### config.mk
export PLATFORM = sky130hd
export DESIGN_NAME = irda_endec
export DESIGN_NICKNAME = d
export VERILOG_FILES = /design/src/irda_pkg.sv /design/src/irda_endec.sv /design/src/bit_fifo.sv
export SDC_FILE = /design/constraint.sdc
export NUM_CORES = 1
export LEC_CHECK = 0
export ABC_CLOCK_PERIOD_IN_PS = 4600
export BUFFER_PORTS_ARGS = -buffer_cell sky130_fd_sc_hd__clkbuf_2
export CORE_MARGIN = 2
export CORE_UTILIZATION = 55
export DETAILED_ROUTE_END_ITERATION = 7
export PLACE_DENSITY_LB_ADDON = 0.3
export SYNTH_ARGS = -nofsm -noshare
export SYNTH_HDL_FRONTEND = slang
export SYNTH_SLANG_ARGS = --single-unit
### constraint.sdc
create_clock -name clk -period 4.6 [get_ports clk]
set_input_delay 0.46 -clock clk [delete_from_list [all_inputs] [get_ports clk]]
set_output_delay 0.46 -clock clk [all_outputs]
set_load 0.1 [all_outputs]
### src/irda_pkg.sv
// Shared constants and types of the infrared encoder/decoder pair
package irda_pkg;

	// Channel count and buffer shape
	localparam int NUM_CH     = 2;
	localparam int FIFO_WIDTH = 1;
	localparam int FIFO_DEPTH = 16;

	// Baud divisor width
	localparam int DIV_W = 16;

	// Bit timing, in baud ticks
	localparam logic [3:0] BIT_LAST    = 4'hF;
	localparam logic [3:0] PULSE_FIRST = 4'h7;
	localparam logic [3:0] PULSE_LAST  = 4'h9;
	localparam logic [3:0] RX_DECIDE   = 4'h8;
	localparam logic [3:0] RX_WIN_OPEN = 4'hC;

	// Reset levels of the line outputs
	localparam logic TX_PIN_RESET = 1'b1;
	localparam logic RXD_RESET    = 1'b1;

	// Receiver tracking mode
	typedef enum logic {
		RX_IDLE,
		RX_TRACK
	} rx_mode_t;

	// Per channel configuration from the paired UART control registers
	typedef struct packed {
		logic             infrared_codec_enable;
		logic [DIV_W-1:0] baud_divisor;
	} chan_cfg_t;

	// Encoder state
	typedef struct packed {
		logic       active;
		logic       bit_val;
		logic [3:0] cnt;
	} tx_st_t;

	// Decoder state
	typedef struct packed {
		rx_mode_t   mode;
		logic [3:0] cnt;
		logic       pulse_seen;
		logic       window;
	} rx_st_t;

	// Whole state of one channel
	typedef struct packed {
		logic [DIV_W-1:0] div_cnt;
		logic             tick;
		logic             sync1;
		logic             sync2;
		logic             prev;
		tx_st_t           tx;
		rx_st_t           rx;
		logic             pin_out;
		logic             rxd;
	} chan_st_t;

endpackage : irda_pkg

### src/irda_endec.sv
// Dual infrared encoder/decoder sitting between two UARTs and their transceivers
`timescale 1ns/10ps
`default_nettype none

module irda_endec (
	// Clock and reset
	input  wire logic                                       clk,
	input  wire logic                                       rst,
	// Configuration held in the paired UART control registers
	input  wire irda_pkg::chan_cfg_t [irda_pkg::NUM_CH-1:0] cfg,
	// UART transmit bit stream, one bit per bit period
	input  wire logic                [irda_pkg::NUM_CH-1:0] uart_tx_bit,
	input  wire logic                [irda_pkg::NUM_CH-1:0] uart_tx_valid,
	output logic                     [irda_pkg::NUM_CH-1:0] uart_tx_ready,
	// UART receive line
	output logic                     [irda_pkg::NUM_CH-1:0] uart_rxd,
	// Transceiver pins
	output logic                     [irda_pkg::NUM_CH-1:0] ir_modulated_out,
	input  wire logic                [irda_pkg::NUM_CH-1:0] ir_modulated_in
);

	typedef struct packed {
		irda_pkg::chan_st_t [irda_pkg::NUM_CH-1:0] ch;
	} state_t;

	state_t                      st_q;
	state_t                      st_d;
	logic [irda_pkg::NUM_CH-1:0] fifo_bit;
	logic [irda_pkg::NUM_CH-1:0] fifo_valid;
	logic [irda_pkg::NUM_CH-1:0] fifo_pop;

	// Encoder asks for the next bit at a bit boundary, or on any tick while idle
	function automatic logic tx_pop(input irda_pkg::chan_st_t c, input logic avail);
		tx_pop = c.tick && avail && (!c.tx.active || c.tx.cnt == irda_pkg::BIT_LAST);
	endfunction : tx_pop

	// High phase of an encoded zero bit
	function automatic logic in_pulse(input irda_pkg::tx_st_t t);
		in_pulse = t.active && !t.bit_val && t.cnt >= irda_pkg::PULSE_FIRST
			&& t.cnt <= irda_pkg::PULSE_LAST;
	endfunction : in_pulse

	// Next state of one channel
	function automatic irda_pkg::chan_st_t step(input irda_pkg::chan_st_t c,
			input irda_pkg::chan_cfg_t k, input logic avail, input logic bit_in, input logic pin_in);
		irda_pkg::chan_st_t n;
		logic               edge_fall;
		logic [3:0]         rcnt;
		n         = c;
		edge_fall = c.prev && !c.sync2;
		rcnt      = c.rx.cnt + 1'b1;
		// Two-stage synchroniser, then a third stage for edge detection
		n.sync1 = pin_in;
		n.sync2 = c.sync1;
		n.prev  = c.sync2;
		// Baud tick every divisor clocks; a zero divisor halts the codec
		n.tick = 1'b0;
		if (k.baud_divisor == '0) begin
			n.div_cnt = '0;
		end else if (c.div_cnt >= k.baud_divisor - 1'b1) begin
			n.div_cnt = '0;
			n.tick    = 1'b1;
		end else begin
			n.div_cnt = c.div_cnt + 1'b1;
		end
		// Encoder: one bit per 16 ticks, next bit fetched at the boundary
		if (c.tick) begin
			if (tx_pop(c, avail)) begin
				n.tx.active  = 1'b1;
				n.tx.bit_val = bit_in;
				n.tx.cnt     = '0;
			end else if (c.tx.active && c.tx.cnt == irda_pkg::BIT_LAST) begin
				n.tx.active = 1'b0;
			end else if (c.tx.active) begin
				n.tx.cnt = c.tx.cnt + 1'b1;
			end
		end
		// Pin: pulses when enabled, plain level otherwise
		if (k.infrared_codec_enable) begin
			n.pin_out = in_pulse(n.tx);
		end else begin
			n.pin_out = n.tx.active ? n.tx.bit_val : 1'b1;
		end
		// Decoder is held idle while this channel transmits
		if (!k.infrared_codec_enable || c.tx.active) begin
			n.rx.mode       = irda_pkg::RX_IDLE;
			n.rx.window     = 1'b0;
			n.rx.pulse_seen = 1'b0;
			n.rx.cnt        = '0;
			n.rxd           = k.infrared_codec_enable ? 1'b1 : c.sync2;
		end else begin
			case (c.rx.mode)
				irda_pkg::RX_IDLE: begin
					if (edge_fall) begin
						n.rx.mode       = irda_pkg::RX_TRACK;
						n.rx.cnt        = '0;
						n.rx.pulse_seen = 1'b1;
						n.rx.window     = 1'b0;
					end
				end
				irda_pkg::RX_TRACK: begin
					if (edge_fall && c.rx.window) begin
						n.rx.cnt        = '0;
						n.rx.pulse_seen = 1'b1;
						n.rx.window     = 1'b0;
					end else if (c.tick) begin
						n.rx.cnt = rcnt;
						if (rcnt == irda_pkg::RX_DECIDE && c.rx.pulse_seen) begin
							n.rxd           = 1'b0;
							n.rx.pulse_seen = 1'b0;
						end else if (rcnt == irda_pkg::RX_DECIDE && c.rx.window) begin
							n.rxd       = 1'b1;
							n.rx.mode   = irda_pkg::RX_IDLE;
							n.rx.window = 1'b0;
						end
						if (rcnt == irda_pkg::RX_WIN_OPEN) begin
							n.rx.window = 1'b1;
						end
					end
				end
				default: begin
					n.rx.mode = irda_pkg::RX_IDLE;
				end
			endcase
		end
		step = n;
	endfunction : step

	// Two identical channels, each with its own transmit buffer
	for (genvar g = 0; g < irda_pkg::NUM_CH; g++) begin : g_ch
		bit_fifo #(
			.WIDTH (irda_pkg::FIFO_WIDTH),
			.DEPTH (irda_pkg::FIFO_DEPTH)
		) u_tx_fifo (
			.clk       (clk),
			.rst       (rst),
			.in_data   (uart_tx_bit[g]),
			.in_valid  (uart_tx_valid[g]),
			.in_ready  (uart_tx_ready[g]),
			.out_data  (fifo_bit[g]),
			.out_valid (fifo_valid[g]),
			.out_ready (fifo_pop[g])
		);
		assign fifo_pop[g]         = tx_pop(st_q.ch[g], fifo_valid[g]);
		assign ir_modulated_out[g] = st_q.ch[g].pin_out;
		assign uart_rxd[g]         = st_q.ch[g].rxd;
	end

	// Next state of all channels; no software registers live here
	always_comb begin
		st_d = st_q;
		for (int i = 0; i < irda_pkg::NUM_CH; i++) begin
			st_d.ch[i] = step(st_q.ch[i], cfg[i], fifo_valid[i], fifo_bit[i], ir_modulated_in[i]);
		end
	end

	// State register; reset loads both line outputs high
	always_ff @(posedge clk) begin
		if (rst) begin
			st_q <= '0;
			for (int i = 0; i < irda_pkg::NUM_CH; i++) begin
				st_q.ch[i].pin_out <= irda_pkg::TX_PIN_RESET;
				st_q.ch[i].rxd     <= irda_pkg::RXD_RESET;
			end
		end else begin
			st_q <= st_d;
		end
	end

	// Checks per channel
	for (genvar g = 0; g < irda_pkg::NUM_CH; g++) begin : g_chk

	end
endmodule : irda_endec

`default_nettype wire

### src/bit_fifo.sv
// Small synchronous FIFO with valid/ready on both sides
`timescale 1ns/10ps
`default_nettype none

module bit_fifo #(
	parameter int WIDTH = irda_pkg::FIFO_WIDTH,
	parameter int DEPTH = irda_pkg::FIFO_DEPTH
) (
	// Clock and reset
	input  wire logic             clk,
	input  wire logic             rst,
	// Filling side
	input  wire logic [WIDTH-1:0] in_data,
	input  wire logic             in_valid,
	output logic                  in_ready,
	// Draining side
	output logic      [WIDTH-1:0] out_data,
	output logic                  out_valid,
	input  wire logic             out_ready
);

	localparam int AW = $clog2(DEPTH);
	localparam int CW = $clog2(DEPTH + 1);

	typedef struct packed {
		logic [DEPTH-1:0][WIDTH-1:0] mem;
		logic [AW-1:0]               wr;
		logic [AW-1:0]               rd;
		logic [CW-1:0]               count;
		logic                        ready;
	} fifo_st_t;

	fifo_st_t q;
	fifo_st_t d;
	logic     push;
	logic     pop;

	// Ready is registered so the source never sees a combinational path
	assign in_ready  = q.ready;
	assign out_valid = (q.count != '0);
	assign out_data  = q.mem[q.rd];
	assign push      = in_valid && q.ready;
	assign pop       = out_valid && out_ready;

	// Pointer and occupancy update
	always_comb begin
		d = q;
		if (push) begin
			d.mem[q.wr] = in_data;
			d.wr        = (q.wr == AW'(DEPTH - 1)) ? '0 : q.wr + 1'b1;
		end
		if (pop) begin
			d.rd = (q.rd == AW'(DEPTH - 1)) ? '0 : q.rd + 1'b1;
		end
		if (push && !pop) begin
			d.count = q.count + 1'b1;
		end else if (pop && !push) begin
			d.count = q.count - 1'b1;
		end
		d.ready = (d.count != CW'(DEPTH));
	end

	// State register
	always_ff @(posedge clk) begin
		if (rst) begin
			q       <= '0;
			q.ready <= 1'b1;
		end else begin
			q <= d;
		end
	end

endmodule : bit_fifo

`default_nettype wire

## Word-level counts from Yosys, hierarchy flattened

Index checks and enable logic that the tools add are counted.

| operators by class | value |
|---|---|
| $lt $le $gt $ge | 12 |
| $add $sub $neg | 16 |
| equal/unequal tests | 24 |
| muxes and demuxes | 74 |
| reductions and logical operators | 70 |
| bitwise operators | 2 |

Operator list:

| cell | number |
|---|---|
| $mux 1 | 44 |
| $eq 4x4->1 const B | 10 |
| $mux 4 | 10 |
| $add 16x1->16 const B | 2 |
| $add 4x1->4 const B | 8 |
| $bwmux 16 | 2 |
| $ge 16x16->1 | 2 |
| $logic_not 16->1 | 2 |
| $sub 16x1->16 const B | 2 |
| $logic_and 1x1->1 | 30 |
| $mux 7 | 4 |
| $pmux 7 s2 | 2 |
| $mux 6 | 4 |
| $lt 4x5->1 const B | 4 |
| $mux 5 | 4 |
| $reduce_and 4->1 | 4 |
| $logic_not 1->1 | 12 |
| $ne 3x1->1 const B | 4 |
| $add 5x1->5 const B | 2 |
| $ne 5x5->1 const B | 2 |
| $reduce_bool 5->1 | 2 |
| $sub 5x1->5 const B | 2 |
| $bmux 1 s4 | 2 |
| $demux 1 s4 | 2 |
| 14 further kinds | 36 |

| word-level totals | value |
|---|---|
| register bits | 130 |
| output and inout bits | 6 |

## Longest topological paths before layout

Gate-level depths: netlist of the first run.

| depth | value |
|---|---|
| depth in word-level cells | 10 |
| gate-level depth with buffers | 14 |
| gate-level depth less buffers | 12 |

## Cells and area by module

From an unflattened synthesis of the first run, not the netlist that was laid out.

| second synthesis, totals | value |
|---|---|
| cell total of the unflattened synthesis | 892 |
| area total of the unflattened synthesis | 7,554.7 µm² |

By module, submodules not included:

| module | seq. area each (µm²) | times used | cells an instance | area each (µm²) |
|---|---|---|---|---|
| irda_endec | 1,401.3 | 1 | 518 | 4,454.3 |
| bit_fifo at g_ch[1].u_tx_fifo | 600.6 | 1 | 187 | 1,557.7 |
| bit_fifo at g_ch[0].u_tx_fifo | 600.6 | 1 | 187 | 1,542.7 |

## Least setup slack after synthesis of the first run

No wires, ideal clock.

| path | value |
|---|---|
| path type | input to register |
| from | input cfg[19] (netlist name) |
| to | register st_q[54] (netlist name) |
| arrival time | 3.576 ns |
| library setup time | 0.070 ns |
| setup slack | 0.954 ns |
| stages | 13 |
| data required time | 4.530 ns |
| cells stage by stage | or3_4 or4_2 or3_1 nor2_1 nand2_1 xor2_1 ha_1 a21o_1 a21o_1 a21oi_1 o2111ai_1 clkbuf_1 a21oi_1 |

| on the way | value |
|---|---|
| word-level cells in the longest chain between the ends | 3 |
| elaborated cells between the ends (all ways) | 4 |
| those cells by class | add/sub: 1; order compare: 1; reduce/logical: 2 |

RTL lines:

| item | line | source |
|---|---|---|
| start, declared | irda_endec.sv:10 | `input wire irda_pkg::chan_cfg_t [irda_pkg::NUM_CH-1:0] cfg,` |
| $sub 16x1->16 | irda_endec.sv:60 | `end else if (c.div_cnt >= k.baud_divisor - 1'b1) begin` |
| $ge 16x16->1 | irda_endec.sv:60 |  |
| $reduce_or 3->1 (no source line) (*) | - |  |
| end signal, assigned | irda_endec.sv:166 | `st_q <= st_d;` |
| end, declared | irda_endec.sv:26 | `state_t st_q;` |

Mark *: on every way between the ends. The rest lies on a longest branch, timed or not.
A chain may end at the register's enable or synchronous reset.

## Final worst setup path of the first run

| path | value |
|---|---|
| from | input cfg[3] (netlist name) |
| to | register st_q[24] (netlist name) |

Same word-level chain as after synthesis.

==> impl_results.md, run 1 <==
* Top post-synthesis cells by area: dfxtp_1 34%, ha_1 9.5%, nand2_1 5.6%, nor2_1 5.3%, a21oi_1 5.3%
* Total grt overflow at 0
* Peak VDD IR at 0.255 mV
* Die Height at 122 um
* Per-cell routed wire length at 13.2 um
* Via-to-Cell Ratio at 5.57
* Gr usage total at 21.5%
* Num Clock Sinks at 130
* Commonest cells in the netlist: 130 x dfxtp_1, 114 x nand2_1, 107 x nor2_1
* Final min period at between 3 and 4 ns
* Synth Area in Adders at about a tenth
* Avg Cell Area, Syn at between 8 and 9 sq um
* GPL Wtd Cong at around 0.8
* # diodes at 0
* Fmax at 0.287 GHz
* Num CTS Buffers at 17
* Highest routed layer: met4
* Cells after Synth at approximately 930
* Rel. slew slack at 22.0%
* Combinational family with the most area after synthesis: simple AND/OR/NAND/NOR gates
* Vias in the first global route at between 5000 and 6000
* Leakage power at 3.30 nW
* DP Wirelength at 10700 um
* RSZ-0062 raised after global routing: no
* CP endpoint: st_q[24]
* Worst setup EP type: register
* CTS root buffer: clkbuf_16
* Synth Flop Type: dfxtp_1
* Mux contribution to synthesized area at under 10%
* Beginning of the critical path: cfg[3]
* First-pass GRT wire length at 26100 um
* WP data arrival at 3.73 ns
* Most common cell in the synthesized netlist: dfxtp_1
* Fin. Hold Viols at 0
* Post-DP Area at 7910 sq um
* Crit path max fanout at 16
* Run status: finished clean
* Syn-to-layout area delta at 11.2%
* Worst setup path category: in -> reg
* CTS max path bufs at 2
* Post-synth ARST share at 0%
* CTS tree: done
* DP Worst Slack at a little over 0.7 ns
* # IOs at 48
* Period utilization at 75.8%
* Least-Margin Pin Slew at 1.17 ns
* Final antenna-violating net count at 0
* Critical R2R Capture: g_ch[0].u_tx_fifo.in_ready
* Worst hold path type: in -> reg
* Sequential share of the synthesized area at 34.1%
* Synth unique cells at 64
* Synth Register Bits at 130
* # DRC at 0
* Total routed wirelength at 15200 um
* Final setup fails at 0
* Largest net degree at the start of global routing at 72
* # nets final at 1059
* Synth Area in Compound Gates at approximately 16%
* Final slew viol count at 0
* DRT iter0 DRCs at 383
* TNS Setup at 0 ns
* Pwr dens at 317 nW/um^2
* Core region area at 13700 sq um
* H-tree depth at 4
* Met1 Wirelength at 7210 um
* Dominant cell type by area after synthesis: dfxtp_1
* Post-synthesis simple-gate area fraction at between 20% and 30%
* Warnings from Yosys at 0
* FF-to-FF Start: g_ch[0].u_tx_fifo.q[1]
* Initial antenna violation count at 0
* Max_cap viols at 0
* Post-synth EDFFs at 0
* PortBufs at 47
* Drt first pass iters at 4
* Skew final at 0.00798 ns
* Xor/xnor share of the synthesized area at a little under 8%
* CP Launch Type: input port
* Routed vias at 6419
* Initial Util at 55.6%
* Post-Syn Area at between 7000 and 8000 sq um
* Hold_buf cts at 0
* Final instance area at about 8500 sq um
* Die ar. at ~15000 sq um
* Syn Nets at ~1000
* Post-CTS Resized at 0
* Worst path required time at 4.84 ns
* Fraction of layout cells with a size suffix above 1 at 10.9%
* R2R cell count at 8
* Die Wd at 122 um
* Num rows at 43
* Setup Fix Bufs, Post-CTS at 0
* Layout Cells excl Fill at 1152
* Setup ws final at 1.11 ns
* Clock latency on the worst-skew pair at about 0.42 ns
* Placed Cells at between 1000 and 1500
* DR WL met2 at 7230 um
* Metal3 WL at 569 um
* Synth top area share at approximately a third
* Clk slew on worst S/H paths at 0.06 ns
* Register-to-Register Setup Slack at 1.89 ns
==> registers in the layout (all words and copies together) (netlist names) <==
| name | cells |
|---|---|
| st_q | 62 |
| g_ch.u_tx_fifo.q | 58 |
| st_d | 4 |
| ir_modulated_out | 2 |
| uart_rxd | 2 |
| g_ch.u_tx_fifo.in_ready | 2 |
==> kinds of logic (layout without fill, tap and decap cells) <==
group | Yosys count | after routing
simple gates | 381 | 381
fa+ha+maj | 58 | 58
buf+inv | 71 | 110
flops | 130 | 130
mux | 26 | 26
compound gates | 199 | 199
xor+xnor | 68 | 68
==> how the worst min path moves through the flow <==
stage                  startpoint  slack [ns]        to  cells after the start
2_1_floorplan            st_d[16]        0.41  st_d[15]                      1
3_3_place_gp             st_d[16]        0.43  st_d[15]                      1
3_5_place_dp             st_d[16]        0.43  st_d[15]                      1
4_1_cts        ir_modulated_in[1]        0.26  st_d[51]                      2
5_1_grt        ir_modulated_in[1]        0.25  st_d[51]                      2
6_report       ir_modulated_in[1]        0.26  st_d[51]                      2
==> per-layer routing <==
layer  GRT usage, %  vias to the layer above
li1               -                     3340
met1           27.4                     2982
met2           35.5                       81
met3           5.99                       16
met4           6.47                        0
met5              0                        -
==> per-stage QoR <==
stage          total power [mW]  utilization (%)  hold WS [ns]
3_5_place_dp               1.42             57.6         0.430
3_3_place_gp               1.41             57.6         0.429
5_1_grt                    2.80             61.8         0.251
6_report                   2.69             61.8         0.258
4_1_cts                    2.71             61.8         0.260
2_1_floorplan              1.36                -         0.414
==> layout make-up <==
class,count,area (sq um)
multi-input combinational,732,4720
clock buffer,20,467
inverter,28,105
timing repair buffer,50,258
sequential,130,2600
clock inverter,12,109
tap,180,225
fill,1204,5240
==> report_power, final <==
group	internal [mW]	switching [mW]	leakage, nW
registers	1.15	0.0194	1.05
logic	0.0911	0.138	1.98
clock network	0.784	0.512	0.270
==> worst max-delay path: stages <==
cell,delay (ns)
clkbuf_2,0.10
or3_1,0.38
nor3_1,0.26
nand2b_1,0.14
or3_1,0.42
nor3_1,0.19
xnor2_1,0.10
ha_1,0.30
nand4_1,0.10
a21o_1,0.18
o211ai_1,0.92
nor2_1,0.18
==> cells in the final DEF, fill, tap and decap left out, drive strengths merged, types with 8 or more instances in the layout <==
cell type  count
a21o          16
a21oi         80
a311oi         8
and2          14
and3          14
clkbuf        67
dfxtp        130
ha            58
inv           28
mux2i         17
nand2        115
nand2b        11
nand3         23
nand4         14
nor2         107
nor2b         14
nor3          28
o21ai         44
or3           12
xnor2         38
xor2          30
Note: power is estimated with default switching activity, not from simulation.
==> run 2, diff against run 1 <==
--- a/config.mk
+++ b/config.mk
@@ -5,7 +5,7 @@
 export SDC_FILE = /design/constraint.sdc
 export NUM_CORES = 1
 export LEC_CHECK = 0
-export ABC_CLOCK_PERIOD_IN_PS = 4600
+export ABC_CLOCK_PERIOD_IN_PS = 3350
 export BUFFER_PORTS_ARGS = -buffer_cell sky130_fd_sc_hd__clkbuf_2
 export CORE_MARGIN = 2
 export CORE_UTILIZATION = 55
==> constraint.sdc (replaced) <==
create_clock -name clk -period 3.35 [get_ports clk]
set_input_delay 0.335 -clock clk [delete_from_list [all_inputs] [get_ports clk]]
set_output_delay 0.335 -clock clk [all_outputs]
set_load 0.1 [all_outputs]
==> run 2 against run 1 <==
Against the previous run:
- count of clock-buffer cells in the layout rose by 5
- largest cell class unchanged
- via count is 0.84% higher
- routed wire length about the same
- register-to-register slack got worse by 1.2 ns
==> impl_results.md, run 2 (synthesized netlist as in run 1, its figures left out) <==
* Via-to-Cell Ratio at 5.57
* Comb pwr share at 8.8%
* R2R cell count at 8
* Final slew viol count at 0
* CTS tree: done
* Initial antenna violation count at 0
* Die Wd at 122 um
* Worst path cell trace: clkbuf_2, or3_4, or4_2, or3_1, nor2_1, xnor2_1, ha_1, a21o_1, a21o_1, a21oi_1, o2111ai_4, buf_4, a21oi_1
* Hold_buf cts at 0
* Max_cap viols at 0
* Gr usage total at 21.3%
* Period utilization at about nine tenths
* # nets final at 1070
* Crit path max-delay family: simple AND/OR/NAND/NOR gates
* CTS max path bufs at 2
* Num rows at 43
* CP Buf/Inv Count at 2
* CP Launch Type: input port
* Max FFs per register at 62
* Drt first pass iters at 5
* Num CTS Buffers at 17
* Register area at around 2600 sq um
* Fmax at approximately 0.33 GHz
* Pwr dens at 423 nW/um^2
* Internal power at around 2.8 mW
* Vias in the first global route at 5943
* Worst setup EP type: register
* Fraction of layout cells with a size suffix above 1 at a little under an eighth
* Crit path max fanout at 4
* DRT iter0 DRCs at around 430
* # diodes at 0
* Least-Margin Pin Slew at 0.786 ns
* Clock network power share at a little under half
* H-tree depth at 4
* Switching Share at between 20% and 30%
* Final min period at between 3 and 4 ns
* Clock latency on the worst-skew pair at 0.42 ns
* Clk slew on worst S/H paths at 0.05 ns
* Fin. Hold Viols at 0
* Leakage power at 3.37 nW
* DP Wirelength at 10700 um
* Filler Cells Inserted at 1200
* RSZ-0062 raised after global routing: no
* Commonest non-fill, non-tap cell in the layout: dfxtp_1
* Slowest-stage cell, CP: or4_2
* Total routed wirelength at 15200 um
* Syn-to-layout area delta at 12.5%
* WP depth at 13
* First-pass GRT wire length at 26000 um
* Final setup fails at 0
* Skew final at 0.00561 ns
* Initial Util at 55.6%
* Largest net degree at the start of global routing at between 70 and 80
* Peak VDD IR at about 0.38 mV
* Routed vias at 6473
* Worst hold path type: in -> reg
* Register with the highest flop count: st_q
* Post-layout util at 62.5%
* Setup Fix Bufs, Post-CTS at 0
* Placed Cells at 1131
* Total grt overflow at 0
* Worst setup path category: in -> reg
* GPL Wtd Cong at 0.823
* Layout Cells excl Fill at 1162
* Final antenna-violating net count at 0
* CP endpoint: st_q[69]
* Sequential share of power at between 40% and 50%
* Delay of the slowest cell on the worst path at 0.55 ns
* Die Height at about 120 um
* Post-CTS Resized at 0
* WP data arrival at 3.42 ns
* Per-cell routed wire length at between 10 and 15 um
* Core region area at roughly 14000 sq um
* Most frequent cells in the layout: 130 x dfxtp_1, 114 x nand2_1, 106 x nor2_1
* CTS root buffer: clkbuf_16
* Beginning of the critical path: cfg[19]
* Area of the multi-input gates at between 4000 and 5000 sq um
* # IOs at between 40 and 50
* FF-to-FF Start: g_ch[0].u_tx_fifo.q[1]
* Die ar. at 14800 sq um
* Run status: finished clean
* Register-to-Register Setup Slack at roughly 0.7 ns
* Rel. slew slack at approximately 48%
* Critical R2R Capture: g_ch[0].u_tx_fifo.in_ready
* P_sw at 0.855 mW
* # DRC at 0
* PortBufs at 47
* Num Clock Sinks at 130
* Worst path required time at 3.70 ns
==> run 2: layout make-up <==
class,instances,area share (%)
Multi-Input combinational cell,732,55.3
Inverter,28,1.23
Sequential cell,130,30.3
Timing Repair Buffer,61,4.26
Clock buffer,25,5.66
Clock inverter,6,0.642
Tap cell,180,2.63
==> run 2: worst min path at each step <==
stage,from,end,cells after the start
4_1_cts,ir_modulated_in[0],st_d[16],2
5_1_grt,ir_modulated_in[0],st_d[16],2
3_3_place_gp,st_d[51],st_d[50],1
6_report,ir_modulated_in[0],st_d[16],2
2_1_floorplan,st_d[16],st_d[15],1
3_5_place_dp,st_d[51],st_d[50],1
==> run 2: through the flow <==
stage                     setup TNS [ns]  instance area (sq um)  worst slack (ns)  hold WS, ns  total power [mW]
after detailed placement           -2.25                   8040            -0.150        0.446              1.96
after CTS                              0                   8580             0.286        0.144              3.65
final                                  0                   8580             0.278        0.157              3.63
after global placement             -1.14                   8040           -0.0717        0.440              1.95
after global routing                   0                   8580            0.0997        0.154              3.76
after floorplan                        0                   7660          0.000358        0.414              1.86
==> run 2: layer usage <==
metal | track usage, % | vias to the layer above | part of all wire, %
li1 | - | 3360 | -
met1 | 26.7 | 2991 | 48
met2 | 36.1 | 106 | 48
met3 | 5.15 | 16 | 3.4
met4 | 6.90 | 0 | 1.4
met5 | 0 | - | 0
==> run 2: power by group through the flow <==
stage / combinational [mW] / sequential (mW) / clock (mW)
2_1_floorplan: 0.237 / 1.63 / 0
3_3_place_gp: 0.315 / 1.63 / 0
3_5_place_dp: 0.321 / 1.63 / 0
4_1_cts: 0.323 / 1.60 / 1.73
5_1_grt: 0.362 / 1.61 / 1.79
6_report: 0.321 / 1.60 / 1.70
